===== src/hdl/apsr_regs.svh =====
// Purpose: Register indices, field positions, reset values and timing counts
// Assumes: 100 MHz system clock
// Notes: Definitions only
`ifndef APSR_REGS_SVH
`define APSR_REGS_SVH

// ****************************************
// Bus address and register indices
// ****************************************
`define APSR_I2C_ADDR 7'h6c
`define APSR_IDX_STATUS 8'h02
`define APSR_IDX_PARAM 8'h03

// ****************************************
// Field layout
// ****************************************
`define APSR_OL_BIT 2
`define APSR_GS_BIT 1
`define APSR_GAIN_MSB 7
`define APSR_GAIN_LSB 6
`define APSR_PL_MSB 5
`define APSR_PL_LSB 3
`define APSR_RSVD_BIT 2
`define APSR_FREQ_MSB 1
`define APSR_FREQ_LSB 0
`define APSR_PARAM_RESET 8'h3a
`define APSR_PARAM_WMASK 8'hfb
`define APSR_STATUS_RESET 8'h00
`define APSR_UNMAPPED_READ 8'h00

// ****************************************
// Byte framing
// ****************************************
`define APSR_BIT_FIRST 4'h0
`define APSR_BIT_LAST 4'h7
`define APSR_ACK_SLOT 4'h8

// ****************************************
// Timing
// ****************************************
`define APSR_CLK_MHZ 100
`define APSR_SOFT_START_US 100
`define APSR_SOFT_START_CYCLES (`APSR_SOFT_START_US * `APSR_CLK_MHZ)
`define APSR_SS_CNT_W 14

`endif


===== src/hdl/apsr_pkg.sv =====
// Purpose: Shared types of the amplifier register bank
// Assumes: Nothing
// Notes: Constants live in apsr_regs.svh
package apsr_pkg;

	typedef enum logic [2:0] {
		ST_IDLE = 3'b000,
		ST_ADDR = 3'b001,
		ST_INDEX = 3'b010,
		ST_WDATA = 3'b011,
		ST_RDATA = 3'b100,
		ST_IGNORE = 3'b101
	} apsr_state_t;

endpackage : apsr_pkg


===== src/hdl/apsr_soft_start.sv =====
// Purpose: Soft-start ramp timer for the power stage
// Assumes: stageOn comes from logic on the same clock
// Notes: Ramp is cancelled whenever the stage stops switching
`timescale 1ns/10ps
`include "apsr_regs.svh"

module apsr_soft_start #(
	parameter int CYCLES = `APSR_SOFT_START_CYCLES
) (
	input wire logic clock,
	input wire logic nrst,
	input wire logic stageOn,
	output logic rampBusy,
	output logic rampDone
);

	logic stagePrev;
	logic [`APSR_SS_CNT_W-1:0] count;

	always_ff @(posedge clock or negedge nrst) begin
		if (!nrst) begin
			stagePrev <= 1'b0;
		end else begin
			stagePrev <= stageOn;
		end
	end

	// ****************************************
	// Ramp counter
	// ****************************************
	always_ff @(posedge clock or negedge nrst) begin
		if (!nrst) begin
			rampBusy <= 1'b0;
			rampDone <= 1'b0;
			count <= '0;
		end else if (!stageOn) begin
			rampBusy <= 1'b0;
			rampDone <= 1'b0;
			count <= '0;
		end else if (!stagePrev) begin
			rampBusy <= 1'b1; // RULE6
			rampDone <= 1'b0;
			count <= '0;
		end else if (rampBusy) begin
			if (count == `APSR_SS_CNT_W'(CYCLES - 1)) begin
				rampBusy <= 1'b0; // RULE7
				rampDone <= 1'b1;
			end else begin
				count <= count + 1'b1;
			end
		end
	end

	chk_ramp_start: assert property (@(posedge clock) disable iff (!nrst) // RULE6
		$rose(stageOn) |=> rampBusy && !rampDone && count == '0)
		else $error("Ramp did not start with the power stage");

	chk_ramp_end: assert property (@(posedge clock) disable iff (!nrst) // RULE7
		rampBusy && stageOn && count == `APSR_SS_CNT_W'(CYCLES - 1) |=> rampDone && !rampBusy)
		else $error("Ramp did not end at its cycle count");

endmodule : apsr_soft_start


===== src/hdl/apsr_param_status_regs.sv =====
// Purpose: Parameter and load-status registers reached over an I2C slave port
// Assumes: Pins are asynchronous to clock; SCL well below clock/8
// Notes: Only the status and parameter registers are mapped here
`timescale 1ns/10ps
`include "apsr_regs.svh"

// What the document asks of this block and its controller
// RULE1 - Open-load flag follows open-load presence
// RULE2 - Ground-short flag follows ground-short presence
// RULE3 - Gain field bits 7:6, resets 00
// RULE4 - Power-limit field bits 5:3, resets 111
// RULE5 - Frequency field bits 1:0, resets 10
// RULE6 - Soft start whenever power stage starts switching
// RULE7 - Soft start lasts about 100 microseconds
// RULE8 - Controller waits 100 us before input signal
// RULE9 - Load detection held in play near zero
// RULE10 - Controller runs diagnostics before replaying
// RULE11 - Shutdown steps need no waiting
// RULE12 - Answer I2C address 0x6c, 0xd8/0xd9
// RULE13 - Write: address, index, data, each acknowledged
// RULE14 - Reserved bit 2 ignores writes, reads zero
module apsr_param_status_regs
	import apsr_pkg::*;
#(
	parameter int SOFT_START_CYCLES = `APSR_SOFT_START_CYCLES
) (
	input wire logic clock,
	input wire logic nrst,
	input wire logic sclIn,
	input wire logic sdaIn,
	output logic sdaOut,
	output logic sdaOeN,
	input wire logic openLoadIn,
	input wire logic groundShortIn,
	input wire logic playModeIn,
	input wire logic signalNearZeroIn,
	input wire logic muteIn,
	input wire logic overloadIn,
	input wire logic overTempIn,
	output logic open_load_flag,
	output logic ground_short_flag,
	output logic [1:0] gainSelect,
	output logic [2:0] power_limit_select,
	output logic [1:0] freqSelect,
	output logic powerStageOn,
	output logic softStartBusy,
	output logic softStartDone
);

	// ****************************************
	// Pin synchronisers
	// ****************************************
	localparam int NPINS = 9;
	logic [NPINS-1:0] pinMeta;
	logic [NPINS-1:0] pinSync;
	logic [NPINS-1:0] pinRaw;
	logic sclS, sdaS, olS, gsS, playS, zeroS, muteS, ovlS, otS;
	logic sclD, sdaD;

	assign pinRaw = {sclIn, sdaIn, openLoadIn, groundShortIn, playModeIn,
		signalNearZeroIn, muteIn, overloadIn, overTempIn};
	assign {sclS, sdaS, olS, gsS, playS, zeroS, muteS, ovlS, otS} = pinSync;

	genvar gi;
	generate
		for (gi = 0; gi < NPINS; gi++) begin : g_sync
			always_ff @(posedge clock or negedge nrst) begin
				if (!nrst) begin
					pinMeta[gi] <= 1'b1;
					pinSync[gi] <= 1'b1;
				end else begin
					pinMeta[gi] <= pinRaw[gi];
					pinSync[gi] <= pinMeta[gi];
				end
			end
		end
	endgenerate

	always_ff @(posedge clock or negedge nrst) begin
		if (!nrst) begin
			sclD <= 1'b1;
			sdaD <= 1'b1;
		end else begin
			sclD <= sclS;
			sdaD <= sdaS;
		end
	end

	logic sclRise, sclFall, startCond, stopCond;
	assign sclRise = sclS && !sclD;
	assign sclFall = !sclS && sclD;
	assign startCond = sclS && sclD && sdaD && !sdaS;
	assign stopCond = sclS && sclD && !sdaD && sdaS;

	// ****************************************
	// Load status flags
	// ****************************************
	// Near-zero play switches both halves together, so detection would lie
	logic holdDiag;
	assign holdDiag = playS && zeroS;

	always_ff @(posedge clock or negedge nrst) begin
		if (!nrst) begin
			open_load_flag <= 1'b0;
			ground_short_flag <= 1'b0;
		end else if (!holdDiag) begin // RULE9
			open_load_flag <= olS; // RULE1
			ground_short_flag <= gsS; // RULE2
		end
	end

	logic [7:0] statusByte;
	always_comb begin
		statusByte = `APSR_STATUS_RESET;
		statusByte[`APSR_OL_BIT] = open_load_flag;
		statusByte[`APSR_GS_BIT] = ground_short_flag;
	end

	// ****************************************
	// Parameter register
	// ****************************************
	logic [7:0] paramReg;
	logic wrStrobe;
	logic [7:0] wrData;

	always_ff @(posedge clock or negedge nrst) begin
		if (!nrst) begin
			paramReg <= `APSR_PARAM_RESET; // RULE3 RULE4 RULE5
		end else if (wrStrobe) begin
			paramReg <= wrData & `APSR_PARAM_WMASK; // RULE14
		end
	end

	assign gainSelect = paramReg[`APSR_GAIN_MSB:`APSR_GAIN_LSB]; // RULE3
	assign power_limit_select = paramReg[`APSR_PL_MSB:`APSR_PL_LSB]; // RULE4
	assign freqSelect = paramReg[`APSR_FREQ_MSB:`APSR_FREQ_LSB]; // RULE5

	function automatic logic [7:0] readMux(input logic [7:0] idx, input logic [7:0] stat,
		input logic [7:0] par);
		if (idx == `APSR_IDX_STATUS) begin
			return stat;
		end else if (idx == `APSR_IDX_PARAM) begin
			return par;
		end else begin
			return `APSR_UNMAPPED_READ;
		end
	endfunction : readMux

	// ****************************************
	// I2C protocol engine
	// ****************************************
	apsr_state_t state;
	logic [3:0] bitCnt;
	logic [7:0] shiftReg;
	logic [7:0] regIndex;
	logic [7:0] txByte;
	logic ackPend;
	logic rdSent;
	logic [7:0] rxByte;
	assign rxByte = {shiftReg[6:0], sdaS};

	always_ff @(posedge clock or negedge nrst) begin
		if (!nrst) begin
			state <= ST_IDLE;
			bitCnt <= `APSR_BIT_FIRST;
			shiftReg <= '0;
			regIndex <= '0;
			txByte <= '0;
			ackPend <= 1'b0;
			rdSent <= 1'b0;
			wrStrobe <= 1'b0;
			wrData <= '0;
		end else begin
			wrStrobe <= 1'b0;
			if (startCond) begin
				state <= ST_ADDR;
				bitCnt <= `APSR_BIT_FIRST;
				ackPend <= 1'b0;
				rdSent <= 1'b0;
			end else if (stopCond) begin
				state <= ST_IDLE;
				bitCnt <= `APSR_BIT_FIRST;
				ackPend <= 1'b0;
				rdSent <= 1'b0;
			end else if (sclRise && state != ST_IDLE) begin
				if (bitCnt == `APSR_ACK_SLOT) begin
					bitCnt <= `APSR_BIT_FIRST;
					ackPend <= 1'b0;
					if (state == ST_RDATA && rdSent) begin
						rdSent <= 1'b0;
						if (sdaS) begin
							state <= ST_IGNORE;
						end else begin
							regIndex <= regIndex + 1'b1;
							txByte <= readMux(regIndex + 1'b1, statusByte, paramReg);
						end
					end
				end else begin
					shiftReg <= rxByte;
					bitCnt <= bitCnt + 1'b1;
					if (bitCnt == `APSR_BIT_LAST) begin
						case (state)
							ST_ADDR: begin
								if (rxByte[7:1] == `APSR_I2C_ADDR) begin // RULE12
									ackPend <= 1'b1; // RULE13
									state <= rxByte[0] ? ST_RDATA : ST_INDEX;
									txByte <= readMux(regIndex, statusByte, paramReg);
								end else begin
									state <= ST_IGNORE;
								end
							end
							ST_INDEX: begin
								regIndex <= rxByte;
								ackPend <= 1'b1; // RULE13
								state <= ST_WDATA;
							end
							ST_WDATA: begin
								wrStrobe <= (regIndex == `APSR_IDX_PARAM);
								wrData <= rxByte;
								regIndex <= regIndex + 1'b1;
								ackPend <= 1'b1; // RULE13
							end
							ST_RDATA: begin
								rdSent <= 1'b1;
							end
							default: begin
							end
						endcase
					end
				end
			end
		end
	end

	// ****************************************
	// SDA driver
	// ****************************************
	// Changes only after SCL falls, apart from a release on a start or stop, so the master never sees a false start
	always_ff @(posedge clock or negedge nrst) begin
		if (!nrst) begin
			sdaOeN <= 1'b1;
			sdaOut <= 1'b0;
		end else begin
			sdaOut <= 1'b0;
			if (startCond || stopCond) begin
				sdaOeN <= 1'b1;
			end else if (sclFall) begin
				if (bitCnt == `APSR_ACK_SLOT) begin
					sdaOeN <= !ackPend; // RULE13
				end else if (state == ST_RDATA) begin
					sdaOeN <= txByte[3'(`APSR_BIT_LAST - bitCnt)];
				end else begin
					sdaOeN <= 1'b1;
				end
			end
		end
	end

	// ****************************************
	// Power stage and soft start
	// ****************************************
	always_ff @(posedge clock or negedge nrst) begin
		if (!nrst) begin
			powerStageOn <= 1'b0;
		end else begin
			powerStageOn <= !muteS && !ovlS && !otS; // RULE6
		end
	end

	apsr_soft_start #(
		.CYCLES(SOFT_START_CYCLES)
	) u_soft_start (
		.clock(clock),
		.nrst(nrst),
		.stageOn(powerStageOn),
		.rampBusy(softStartBusy),
		.rampDone(softStartDone)
	);

	// ****************************************
	// Checks
	// ****************************************
	// Flag takes the synced level of the same cycle, so one step is all it may lag
	chk_ol_follow: assert property (@(posedge clock) disable iff (!nrst) // RULE1
		!holdDiag && olS |=> open_load_flag)
		else $error("Open-load flag missed a present open load");

	chk_gs_follow: assert property (@(posedge clock) disable iff (!nrst) // RULE2
		!holdDiag && !gsS |=> !ground_short_flag)
		else $error("Ground-short flag set without a short");

	chk_diag_hold: assert property (@(posedge clock) disable iff (!nrst) // RULE9
		holdDiag |=> $stable(open_load_flag) && $stable(ground_short_flag))
		else $error("Load flags changed in quiet play");

	chk_gain_write: assert property (@(posedge clock) disable iff (!nrst) // RULE3
		wrStrobe |=> gainSelect == $past(wrData[7:6]) && freqSelect == $past(wrData[1:0]))
		else $error("Gain or frequency field not written");

	chk_pl_write: assert property (@(posedge clock) disable iff (!nrst) // RULE4
		wrStrobe |=> power_limit_select == $past(wrData[5:3]))
		else $error("Power-limit field not written");

	chk_rsvd_zero: assert property (@(posedge clock) disable iff (!nrst) // RULE14
		!paramReg[`APSR_RSVD_BIT])
		else $error("Reserved parameter bit is set");

	chk_addr_ack: assert property (@(posedge clock) disable iff (!nrst) // RULE12
		sclRise && state == ST_ADDR && bitCnt == `APSR_BIT_LAST &&
		rxByte[7:1] == `APSR_I2C_ADDR |-> ##[1:1000] !sdaOeN)
		else $error("Own address not acknowledged");

	chk_other_quiet: assert property (@(posedge clock) disable iff (!nrst) // RULE12
		state == ST_IGNORE && $past(state) == ST_IGNORE |-> sdaOeN)
		else $error("Drove SDA for another address");

	chk_mute_ramp: assert property (@(posedge clock) disable iff (!nrst) // RULE6
		$fell(muteS) && !ovlS && !otS |-> ##[1:3] softStartBusy)
		else $error("No soft start after mute release");

endmodule : apsr_param_status_regs


===== config.mk =====
export PLATFORM = sky130hd
export DESIGN_NAME = apsr_param_status_regs
export DESIGN_NICKNAME = d
export VERILOG_FILES = /design/src/hdl/apsr_pkg.sv /design/src/hdl/apsr_soft_start.sv /design/src/hdl/apsr_param_status_regs.sv
export VERILOG_INCLUDE_DIRS = /design/src /design/src/hdl
export SDC_FILE = /design/constraint.sdc
export NUM_CORES = 1
export LEC_CHECK = 0
export BUFFER_PORTS_ARGS = -buffer_cell sky130_fd_sc_hd__buf_2
export CORE_UTILIZATION = 35
export CTS_CLUSTER_SIZE = 16
export DETAILED_ROUTE_END_ITERATION = 6
export GPL_TIMING_DRIVEN = 0
export PLACE_DENSITY = 0.48
export SLEW_MARGIN = 20
export SYNTH_ARGS = -nofsm -noshare
export SYNTH_HDL_FRONTEND = slang
export SYNTH_SLANG_ARGS = --single-unit
export TNS_END_PERCENT = 20

===== constraint.sdc =====
create_clock -name clock -period 3.8 [get_ports clock]
set_input_delay 0.19 -clock clock [delete_from_list [all_inputs] [get_ports clock]]
set_output_delay 0.19 -clock clock [all_outputs]
set_load 0.01 [all_outputs]

# Word level (Yosys, flattened, before mapping)
# Index checks and enable logic that the tools add are counted.
# word_totals
ff_bits,89
inputBits,11
out_inout_bits,14
elab_cells,175
# classes
addsub,4
magnitude_cmp,1
eq_ne,20
n_mux,67
bitwise,3
reduce_logical,42
# op_table
cell,n
2-to-1 mux 8 bit,14
2-to-1 mux 14 bit,4
"equality test 8 x 2 -> 1 bit, second input constant",4
2-to-1 mux 1 bit,32
2-to-1 mux 3 bit,9
2-to-1 mux 4 bit,4
case mux 8 bit (2 select lines),1
"adder 14 x 1 -> 14 bit, second input constant",1
"equality test 14 bit, second input constant",1
logical AND 1 bit,12
AND reduction 4 bit,3
nonzero test 5 bit,2
nonzero test 3 bit,3
"adder 8 x 1 -> 8 bit, second input constant",1
zero test 1 bit,8
"!= test 4 bit, second input constant",2
AND reduction 8 bit,1
nonzero test 2 bit,4
nonzero test 4 bit,2
"equality test 7 bit, second input constant",1
AND reduction 7 bit,1
"equality test 3 x 2 -> 1 bit, second input constant",2
"!= test 3 bit, second input constant",2
case mux 3 bit (2 select lines),1
other kinds (18),22

# Depth between registers and ports, before layout
# Gate-level depths: netlist of the first run.
# logic_depth
ltp_word,8
mapped_depth,9
depth_no_buf,7

# Hierarchy
# From an unflattened synthesis of the first run, not the netlist that was laid out.
# unflattened
cells_unflattened,362
hier_area_um2,4161.5
# modules_own_cells
mod,n_inst,cells_per_inst,area_per_inst_um2,seq_area_each_um2
apsr_param_status_regs,1,279,3313.2,1808.0
apsr_soft_start,1,83,848.3,425.4

# Worst setup path after synthesis of the first run
# Ideal clock, no wire load.
# synth_path
path_kind,register to register
from,register bitCnt[0]
to,register state[0]
setup_time_ps,125
arrival_time_ps,1870
required_ps,3675
slack_ps,1805
stages_incl_launch_ff,8
path_buffers,0
period_less_slack_ps,1995
path_cell_list,dfrtp_1 inv_1 ha_1 and3b_1 or4_1 a31oi_1 a21oi_1 mux2_2
# synth_between
elab_chain_len,5
elab_cells_between_ends,11
classes_between,eq/ne (4); mux (4); reduce/logical (3)
# synth_rtl
element,line_no,text
"start, declared",apsr_param_status_regs.sv:153,logic [3:0] bitCnt;
"start signal, assigned",apsr_param_status_regs.sv:165,bitCnt <= `APSR_BIT_FIRST;
"start signal, assigned",apsr_param_status_regs.sv:177,bitCnt <= `APSR_BIT_FIRST;
"start signal, assigned",apsr_param_status_regs.sv:182,bitCnt <= `APSR_BIT_FIRST;
equality test 4 bit (no line),n/a,
2-to-1 mux 3 bit,apsr_param_status_regs.sv:186,if (bitCnt == `APSR_ACK_SLOT) begin
2-to-1 mux 3 bit,apsr_param_status_regs.sv:185,end else if (sclRise && state != ST_IDLE) begin
2-to-1 mux 3 bit,apsr_param_status_regs.sv:180,end else if (stopCond) begin
2-to-1 mux 3 bit,apsr_param_status_regs.sv:175,if (startCond) begin
"end signal, assigned",apsr_param_status_regs.sv:206,state <= rxByte[0] ? ST_RDATA : ST_INDEX;
"end, declared",apsr_param_status_regs.sv:152,apsr_state_t state;
# Several ways; a longest one is shown, not always the timed one. The select of a mux whose other input is x is not followed.
# A chain may end at the register's enable or synchronous reset.

# Final worst setup path of the first run
# layout_path
from,register bitCnt[0]
to,register txByte[7]
# layout_between
elab_chain_len,3
elab_cells_between_ends,9
classes_between,eq/ne (4); mux (1); reduce/logical (4)
# layout_rtl
element,line_no,text
equality test 4 bit (no line) / equality test 4 x 3 -> 1 bit (equally long branches),n/a,
!= test 2 bit (no line) / nonzero test 2 bit (equally long branches),n/a,
AND reduction 8 bit (no line),n/a,
"end signal, assigned",apsr_param_status_regs.sv:195,"txByte <= readMux(regIndex + 1'b1, statusByte, paramReg);"
"end signal, assigned",apsr_param_status_regs.sv:207,"txByte <= readMux(regIndex, statusByte, paramReg);"
"end, declared",apsr_param_status_regs.sv:156,logic [7:0] txByte;
# Several ways; a longest one is shown, not always the timed one.

==> results by group, run 1 <==
Floorplanning
  – Initial Utilization: 36.2%
  – Die height: 111 um
  – Chip width: between 100 and 150 um
  – IO Pins: 25
  – DIE AREA: 12,400 sq um
  – Site Rows: 39
  – Core area: 11,500 sq um

Worst setup path
  – WS Path Type: reg2reg
  – WP data arrival: between 2000 and 3000 ps
  – Startpoint types: flip-flop
  – Critical Path Sink Type: flip-flop
  – Reg2Reg Depth: 7
  – Crit path launch: bitCnt[0]
  – R2R Path Start: bitCnt[0]
  – Register-to-register setup slack: 1430 ps
  – Crit-path max FO: 10
  – Capturing point of the worst reg2reg path: txByte[7]
  – Setup crit end: txByte[7]
  – Critical Path RT: approximately 4000 ps

Clock tree
  – CTS clk-pin slew, worst paths: 70 ps
  – Inserted Clock Buffers: 9
  – Worst skew pair latency: 340 ps
  – Clk sinks: 88
  – CTS root buf: clkbuf_16
  – TritonCTS clock tree: built
  – H-Tree Depth: 3
  – CTS max path bufs: 2

Timing
  – Relative slew slack: roughly two fifths
  – RSZ-0062 raised after global routing: false
  – Slew Limit Fails: 0
  – Total negative slack: 0 ps
  – Fin crit period: between 2000 and 2500 ps
  – Measured slew at the worst slew-check pin: between 800 and 900 ps
  – Fmax: 0.423 GHz
  – Final Hold Fails: 0
  – Fin crit share: 62.3%
  – Setup violations, final: 0
  – Setup Skew: just over 7 ps
  – Hold WS: 298 ps

Synth
  – Yosys reg bits: 88
  – Cell taking the most area after synthesis: dfrtp_1
  – Synth Area per Inst: 11.0 sq um
  – Sequential element share of the synthesized area: 53.5%
  – Synth warnings: 0
  – Top cell type's share of synthesized area: a little under two fifths
  – EDFF count, synth: 0
  – Synth cell types: 56
  – Post-synth ARST share: 100%
  – Top cells by area, synth: dfrtp_1, dfstp_2, mux2_2
  – Ys flop type: dfrtp_1
  – Mapped Area: approximately 4200 sq um
  – Cells after synthesis: around 380
  – Syn Nets: 396

Routing
  – DRT Pass-1 Iters: 4
  – Final wirelength: 8580 um
  – DR vias: 2,914
  – Residual DRC count: 0
  – DRT iter0 DRCs: 106
  – Vias per inst: slightly above 5
  – Post-route ant nets: 0
  – Average routed wire per standard cell: roughly 15 um

Power and ir drop
  – Leakage power: roughly 2.1 nW
  – Worst IR Drop VDD: 0.241 mV
  – Power Dens Cells: 449 nW/um^2

Finish
  – Nets@finish: between 400 and 500
  – Antenna diode count: 0
  – Layout cells sized above 1: 25.9%
  – Commonest non-fill, non-tap cell in the layout: dfrtp_1
  – Most frequent cells in the layout: dfrtp_1, nor2_1, a21oi_1, nand2_1, buf_2
  – Area Growth Syn to Fin: 17.4%

Placed design
  – RePlAce Congestion: about 0.8
  – I/O Buffers: 23
  – Dpl hpwl: 5930 um

GRT
  – Initial antenna violation count: 0
  – GRT Max-Usage Layer: met2
  – Met1 Use GR: between 20% and 30%
  – GR Util met2: 22.3%
  – First-pass GRT wire length: approximately 15,000 um
  – Pin count of the biggest net entering global routing: 55
  – Vias in the first global route: 2,849
  – M3 GR Usage: under 10%
  – Grt total ovfl: 0
  – Total Routing Usage GR: 15.3%

Job
  – MaxCap Viol Count: 0

Run status
  – Status: finished, final reports clean

Min path
  – Hold/Removal Path Class: in2async
## metal layers
layer	vias up	part of all wire (%)
met5	-	0
met4	0	1.6
met3	9	3.3
met2	41	44
met1	1430	51
li1	1434	-
## cell families (layout without fill, tap and decap cells)
family,after synthesis,in the layout,synth area share [%]
simple gates,136,136,17.6
flops,88,88,53.5
compound gates,68,68,10.2
mux,38,38,10.5
buf+inv,28,78,3.39
xor+xnor,14,14,2.94
fa+ha+maj,6,6,1.80
other cells,1,1,0.0898
## registers in the layout, summed over array words and instances (netlist names), 3 cells and up
name	count
txByte	8
paramReg	7
pinMeta	9
u_soft_start.count	14
shiftReg	7
bitCnt	4
state	3
regIndex	8
wrData	7
## synthesized netlist by cell type (2+ instances only)
master     instances
nand3_1           14
o22ai_1            3
nor3_1             6
dfstp_2           25
a31oi_1            6
mux4_2             2
inv_1              9
clkbuf_1           8
nor2b_1            4
nand4b_1           2
a22o_1             2
mux2_2            26
nand3b_1           4
and3_1             5
xor2_1             9
nand2_1           28
o21a_1             3
buf_4              4
dfrtp_1           63
or3_1              2
and2_1             4
nor3b_1            5
o2111ai_1          2
nor2_1            40
o21ai_0           10
buf_2              5
mux2i_1           10
and3b_1            2
xnor2_1            5
o211ai_1           4
a31o_2             2
ha_1               6
a21oi_1           29
buf_6              2
nand4_1            7
## worst min path at each step
stage                        endpoint   from  cells past startpoint
4_1_cts        u_soft_start.count[13]   nrst                      2
6_report       u_soft_start.count[13]   nrst                      2
2_1_floorplan                 ackPend   nrst                      0
3_3_place_gp               pinMeta[8]  sclIn                      1
5_1_grt        u_soft_start.count[12]   nrst                      2
3_5_place_dp   u_soft_start.count[13]   nrst                      1
## cell type report
cell class                      instances  area [sq um]
Buffer                                 19           108
Clock buffer                           10           229
Clock inverter                          6          68.8
Fill cell                            1111          6620
Inverter                                9          33.8
Multi-Input combinational cell        263          1800
Sequential cell                        88          2230
Tap cell                              143           179
Timing Repair Buffer                   34           249
## critical path, stage by stage, from the launching register on
cell and delay, ps:
dfrtp_1 450, inv_1 120, ha_1 220, and3b_1 200, buf_2 280, o2111ai_1 250
a311oi_2 590, nor2_1 100
## metrics by stage
stage | cell area, sq um | std cells | setup WS [ps] | util [%] | power, W
finish | 4900 | 572 | 1430 | 42.5 | 0.00220
global placement | 4470 | 545 | 1340 | 38.8 | 0.00132
CTS | 4900 | 572 | 1390 | 42.5 | 0.00224
detailed placement | 4500 | 546 | 1360 | 39.1 | 0.00132
floorplan | 4170 | 379 | 1810 | - | 0.00123
global route | 4900 | 572 | 1250 | 42.5 | 0.00231
## timing repair
action / in CTS / in global routing
hold buffers: 10 / 0
buffers inserted: 0 / 0
resized for setup: 0 / 0
endpoints found under the setup margin: 0 / 0
endpoints found under the hold margin: 29 / 0
## report_power, final
group | internal (W) | switching [W] | total (W)
clock | 0.000513 | 0.000377 | 0.000890
combinational | 0.000121 | 0.000108 | 0.000228
sequential | 0.00101 | 0.0000747 | 0.00108
Power figures use the tool's default switching activity.
==> run 2: changes to the inputs <==
==> constraint.sdc (replaced) <==
create_clock -name clock -period 2.45 [get_ports clock]
set_input_delay 0.1225 -clock clock [delete_from_list [all_inputs] [get_ports clock]]
set_output_delay 0.1225 -clock clock [all_outputs]
set_load 0.01 [all_outputs]
==> run 2 against run 1 <==
Against the previous run: core utilization grew 0.15 points; worst hold slack got worse by 67 ps; die area stayed put; flip-flop and latch count unchanged; non-clock buffer count did not move; via count grew 0.69%; largest power group unchanged.
==> results by group, run 2 (synthesized netlist as in run 1, its figures left out) <==
Timing
  – Final Hold Fails: 0 (unchanged)
  – Setup violations, final: 0 (unchanged)
  – Fin crit share: 92.8% (+31 points)
  – Measured slew at the worst slew-check pin: 885 ps (+1.72 ps)
  – RSZ-0062 raised after global routing: true
  – Setup Skew: 6.13 ps (-1.11 ps)
  – Fmax: 0.440 GHz (+4.0%)
  – Fin crit period: 2270 ps (-92.0 ps)
  – Slew Limit Fails: 0 (unchanged)
  – Hold WS: 231 ps (-66.9 ps)
  – Relative slew slack: 41.0% (-0.11 points)

Min path
  – Hold/Removal Path Class: in2async

Finish
  – Largest register by flop count: u_soft_start.count
  – # fillers: 1,111 (unchanged)
  – Antenna diode count: 0 (unchanged)
  – Multi-input logic area: 1820 sq um (+0.97%)
  – Finished Cell Area: 4920 sq um (+0.36%)
  – Commonest non-fill, non-tap cell in the layout: dfrtp_1
  – Fin util: 42.7% (+0.15 points)
  – Nets@finish: 441 (unchanged)
  – Largest regs: u_soft_start.count x14, pinMeta x9
  – Area Growth Syn to Fin: 17.8%
  – Most frequent cells in the layout: dfrtp_1, nor2_1, a21oi_1, nand2_1, buf_2
  – Non-filler cells, final: 572 (unchanged)
  – FF+latch area: 2230 sq um (unchanged)
  – Layout cells sized above 1: 26.1% (+0.23 points)
  – Max FFs per register: 14 (unchanged)

Clock tree
  – Inserted Clock Buffers: 9 (unchanged)
  – H-Tree Depth: 3 (unchanged)
  – Worst skew pair latency: 340 ps (about the same)
  – CTS clk-pin slew, worst paths: 70 ps (about the same)
  – Clk sinks: 88 (unchanged)
  – CTS root buf: clkbuf_16
  – CTS max path bufs: 2 (unchanged)
  – TritonCTS clock tree: built

Routing
  – Residual DRC count: 0 (unchanged)
  – Post-route ant nets: 0 (unchanged)
  – Average routed wire per standard cell: 15.0 um (+0.12%)
  – DR vias: 2,934 (+0.69%)
  – Final wirelength: 8590 um (+0.12%)
  – Vias per inst: 5.13 (+0.69%)
  – DRT iter0 DRCs: 139 (+31%)
  – DRT Pass-1 Iters: 4 (unchanged)

GRT
  – Initial antenna violation count: 0 (unchanged)
  – Total Routing Usage GR: 15.3% (unchanged)
  – First-pass GRT wire length: 14,800 um (unchanged)
  – Pin count of the biggest net entering global routing: 55 (unchanged)
  – Grt total ovfl: 0 (unchanged)
  – Vias in the first global route: 2,849 (unchanged)

Floorplanning
  – Site Rows: 39 (unchanged)
  – Initial Utilization: 36.2% (unchanged)
  – Die height: 111 um (unchanged)
  – IO Pins: 25 (unchanged)
  – DIE AREA: 12,400 sq um (unchanged)
  – Core area: 11,500 sq um (unchanged)
  – Chip width: 111 um (unchanged)

Placed design
  – I/O Buffers: 23 (unchanged)
  – Dpl hpwl: 5930 um (unchanged)
  – Placed Cells: 546 (unchanged)
  – DP Area: 4500 sq um (unchanged)
  – RePlAce Congestion: 0.797 (unchanged)

Power and ir drop
  – Overall Power: 0.00342 W (+55%)
  – Worst IR Drop VDD: 0.374 mV (+55%)
  – Leakage power: 2.15 nW (about the same)
  – Power Dens Cells: 695 nW/um^2 (+55%)

Worst setup path
  – Crit-path max FO: 10 (unchanged)
  – Critical Path RT: 2670 ps (-1330 ps)
  – WP data arrival: 2490 ps (-80 ps)
  – Register-to-register setup slack: 180 ps (-1260 ps)
  – Reg2Reg Depth: 5 (-2)
  – R2R Path Start: sdaS
  – Critical Path Sink Type: flip-flop
  – Crit path launch: sdaS
  – Startpoint types: flip-flop
  – WS Path Type: reg2reg
  – Capturing point of the worst reg2reg path: state[2]

Run status
  – Status: finished, final reports clean

Job
  – MaxCap Viol Count: 0 (unchanged)
[run 2: critical path: stages (launching register included)]
cell and delay, ps:
dfstp_2 540, buf_2 210, a31oi_1 80, a21oi_1 700, o22a_1 290, mux2_2 340
[run 2: worst max-delay path by stage]
stage	endpoint	slack [ps]	depth (start not counted)
5_1_grt	regIndex[1]	-40	9
2_1_floorplan	state[0]	460	7
6_report	state[2]	180	5
3_3_place_gp	txByte[6]	-8	7
3_5_place_dp	txByte[7]	8	7
4_1_cts	txByte[7]	40	7
[run 2: metrics by stage]
stage	setup slack (ps)	setup TNS [ps]
5_1_grt	-39.3	-79.5
3_3_place_gp	-7.53	-23.3
6_report	176	0
4_1_cts	43.9	0
3_5_place_dp	8.15	0
2_1_floorplan	455	0
[run 2: final cells by class]
cell class	instances	area share (%)
Tap cell	143	3.64
Clock buffer	10	4.66
Clock inverter	6	1.40
Inverter	9	0.687
Timing Repair Buffer	34	5.06
Sequential cell	88	45.4
Buffer	19	2.19
Multi-Input combinational cell	263	36.9
[run 2: report_power, final]
group | total, W | leakage, nW | internal (W) | switching, W
Sequential | 0.00168 | 1.11 | 0.00156 | 0.000116
Combinational | 0.000356 | 0.895 | 0.000187 | 0.000169
Clock | 0.00138 | 0.143 | 0.000796 | 0.000583
[run 2: layer usage]
layer,track usage [%],part of all wire (%),vias up
li1,-,-,1438
met1,22.1,51,1443
met2,22.3,44,44
met3,2.95,3.0,9
met4,6.76,1.6,0
met5,0,0,-
[run 2: repair_timing]
| item | 4_1_cts | 5_1_grt |
|---|---|---|
| buffers inserted | 0 | 0 |
| hold buffers | 10 | 0 |
| hold endpoints to repair | 43 | 0 |
| setup endpoints to repair | 0 | 11 |
| gates resized for setup | 0 | 2 |
==> run 3: changes to the inputs <==
--- a/config.mk
+++ b/config.mk
@@ -6,12 +6,12 @@
 export SDC_FILE = /design/constraint.sdc
 export NUM_CORES = 1
 export LEC_CHECK = 0
-export BUFFER_PORTS_ARGS = -buffer_cell sky130_fd_sc_hd__buf_2
+export BUFFER_PORTS_ARGS = -buffer_cell sky130_fd_sc_hd__buf_4
 export CORE_UTILIZATION = 35
 export CTS_CLUSTER_SIZE = 16
 export DETAILED_ROUTE_END_ITERATION = 6
 export GPL_TIMING_DRIVEN = 0
-export PLACE_DENSITY = 0.48
+export PLACE_DENSITY = 0.5
 export SLEW_MARGIN = 20
 export SYNTH_ARGS = -nofsm -noshare
 export SYNTH_HDL_FRONTEND = slang
==> constraint.sdc (replaced) <==
create_clock -name clock -period 2 [get_ports clock]
set_input_delay 0.1 -clock clock [delete_from_list [all_inputs] [get_ports clock]]
set_output_delay 0.1 -clock clock [all_outputs]
set_load 0.01 [all_outputs]
==> run 3 against run 2 <==
Against the previous run: the flow now finishes with violations (design-rule violations); routed wire length up 3.8%; clock skew rose by 4.3 ps; sequential power grew 22%; critical endpoint is now wrData[3].
==> results by group, run 3 (synthesized netlist as in run 1, its figures left out) <==
Floorplanning
  – Chip width: 111 um (unchanged)
  – IO Pins: 25 (unchanged)
  – DIE AREA: 12,400 sq um (unchanged)
  – Die height: 111 um (unchanged)
  – Site Rows: 39 (unchanged)
  – Core area: 11,500 sq um (unchanged)
  – Initial Utilization: 36.2% (unchanged)

Routing
  – Residual DRC count: 2 (+2)
  – DRT iter0 DRCs: 152 (+9.4%)
  – Vias per inst: 5.22 (+1.7%)
  – Post-route ant nets: 0 (unchanged)
  – DR vias: 3,042 (+3.7%)
  – Average routed wire per standard cell: 15.3 um (+1.8%)
  – Final wirelength: 8910 um (+3.8%)
  – DRT Pass-1 Iters: 6 (+2)

Worst setup path
  – Critical path's largest stage delay: 600 ps (-100 ps)
  – WP data arrival: 2210 ps (-280 ps)
  – Crit-path max FO: 10 (unchanged)
  – Slowest cell on the critical path: dfstp_2
  – Critical path cell sequence: or3b_1, buf_6, nor2_8, nand4_4, mux2_2
  – Critical Path Sink Type: flip-flop
  – Critical Path RT: 2230 ps (-440 ps)
  – Buf+Inv Stages, Crit Path: 1 (unchanged)
  – Top delay family on crit path: simple AND/OR/NAND/NOR gates
  – WS Path Type: reg2reg
  – Startpoint types: flip-flop

Clock tree
  – CTS max path bufs: 2 (unchanged)
  – TritonCTS clock tree: built
  – Clk sinks: 88 (unchanged)
  – Inserted Clock Buffers: 9 (unchanged)
  – CTS clk-pin slew, worst paths: 70 ps (about the same)
  – Worst skew pair latency: 350 ps (about the same)
  – H-Tree Depth: 3 (unchanged)
  – CTS root buf: clkbuf_16

Finish
  – Area Growth Syn to Fin: 24.9%
  – # fillers: 1,074 (-3.3%)
  – Layout cells sized above 1: 33.2% (+7.1 points)
  – FF+latch area: 2240 sq um (+0.17%)
  – Commonest non-fill, non-tap cell in the layout: dfrtp_1
  – Nets@finish: 452 (+2.5%)
  – Non-filler cells, final: 583 (+1.9%)
  – Antenna diode count: 0 (unchanged)
  – Most frequent cells in the layout: dfrtp_1, nor2_1, buf_4, nand2_1, a21oi_1
  – Multi-input logic area: 1960 sq um (+7.7%)
  – Max FFs per register: 14 (unchanged)
  – Largest register by flop count: u_soft_start.count
  – Finished Cell Area: 5210 sq um (+6.0%)
  – Largest regs: u_soft_start.count x14, pinMeta x9

Timing
  – RSZ-0062 raised after global routing: true
  – Setup Skew: 10.4 ps (+4.26 ps)
  – Relative slew slack: 46.9% (+5.9 points)
  – Fin crit share: 99.2% (+6.4 points)
  – Fin crit period: 1980 ps (-290 ps)
  – Measured slew at the worst slew-check pin: 796 ps (-88.1 ps)
  – Setup violations, final: 0 (unchanged)
  – Total negative slack: 0 ps (unchanged)
  – Final Hold Fails: 0 (unchanged)
  – Fmax: 0.504 GHz (+15%)
  – Slew Limit Fails: 0 (unchanged)

GRT
  – Grt total ovfl: 0 (unchanged)
  – Total Routing Usage GR: 15.5% (+0.18 points)
  – Initial antenna violation count: 0 (unchanged)
  – Pin count of the biggest net entering global routing: 89 (+62%)
  – First-pass GRT wire length: 15,100 um (+1.9%)
  – Vias in the first global route: 2,942 (+3.3%)

Placed design
  – I/O Buffers: 23 (unchanged)
  – Dpl hpwl: 5850 um (-1.4%)
  – RePlAce Congestion: 0.799 (+0.18%)
  – Placed Cells: 545 (-0.18%)
  – DP Area: 4530 sq um (+0.53%)

Power and ir drop
  – Leakage power: 2.23 nW (+3.7%)
  – Worst IR Drop VDD: 0.389 mV (+4.1%)
  – Overall Power: 0.00421 W (+23%)
  – Power Dens Cells: 807 nW/um^2 (+16%)

Run status
  – Failing checks: design-rule violations
  – Status: finished, violations left

Job
  – MaxCap Viol Count: 0 (unchanged)

Min path
  – Hold/Removal Path Class: reg2reg
-- run 3: cell count changes in the layout (fill, tap and decap cells not counted), sizes merged --
| cell | previous run | this run |
|---|---|---|
| clkbuf | 18 | 19 |
| bufinv | 1 | 0 |
| clkinvlp | 1 | 2 |
| buf | 35 | 46 |
| clkinv | 3 | 1 |
| inv | 10 | 11 |
-- run 3: area by class of cell --
| cell class | instances | area share [%] |
|---|---|---|
| Buffer | 18 | 2.62 |
| Tap cell | 143 | 3.43 |
| Timing Repair Buffer | 46 | 7.25 |
| Clock inverter | 5 | 0.720 |
| Inverter | 9 | 0.648 |
| Multi-Input combinational cell | 263 | 37.5 |
| Sequential cell | 88 | 42.9 |
| Clock buffer | 11 | 4.87 |
-- run 3: stage by stage --
step / utilization (%) / hold slack, ps / setup slack (ps)
2_1_floorplan: - / -196 / 5.36
3_3_place_gp: 39.3 / 208 / -436
3_5_place_dp: 39.3 / 209 / -417
4_1_cts: 44.3 / 19.7 / -52.5
5_1_grt: 45.3 / 357 / -65.5
6_report: 45.3 / 348 / 15.9
-- run 3: metal layers --
layer | GRT usage [%] | routed length [um]
met1 | 21.5 | 4340
met2 | 23.6 | 4180
met3 | 2.68 | 231
met4 | 7.30 | 159
met5 | 0 | 0
-- run 3: repair_timing --
| item | CTS | global route |
|---|---|---|
| buffers inserted | 8 | 4 |
| hold buffers | 9 | 1 |
| pin swaps | 3 | 3 |
| hold endpoints to repair | 9 | 63 |
| setup endpoints to repair | 27 | 27 |
| gates cloned | 1 | 0 |
| resized for setup | 28 | 21 |
-- run 3: worst register-to-register path: stages (launching register included) --
cell and delay (ps):
dfstp_2 600, or3b_1 380, buf_6 160, nor2_8 200
nand4_4 220, mux2_2 330
-- run 3: worst paths after layout --
path / start / to / slack (ps) / depth (start not counted)
min reg2reg: pinMeta[7] / sdaS / 350 / 0
max reg2reg: sclS / wrData[3] / 20 / 5
max in group asynchronous: nrst / regIndex[0] / 1020 / 2
min in group asynchronous: nrst / bitCnt[3] / 370 / 2
min: pinMeta[7] / sdaS / 350 / 0
max: sclS / wrData[3] / 20 / 5
-- run 3: power by group --
group	internal (W)	switching, W	total [W]
logic	0.000265	0.000234	0.000500
registers	0.00192	0.000132	0.00205
clock network	0.000925	0.000734	0.00166
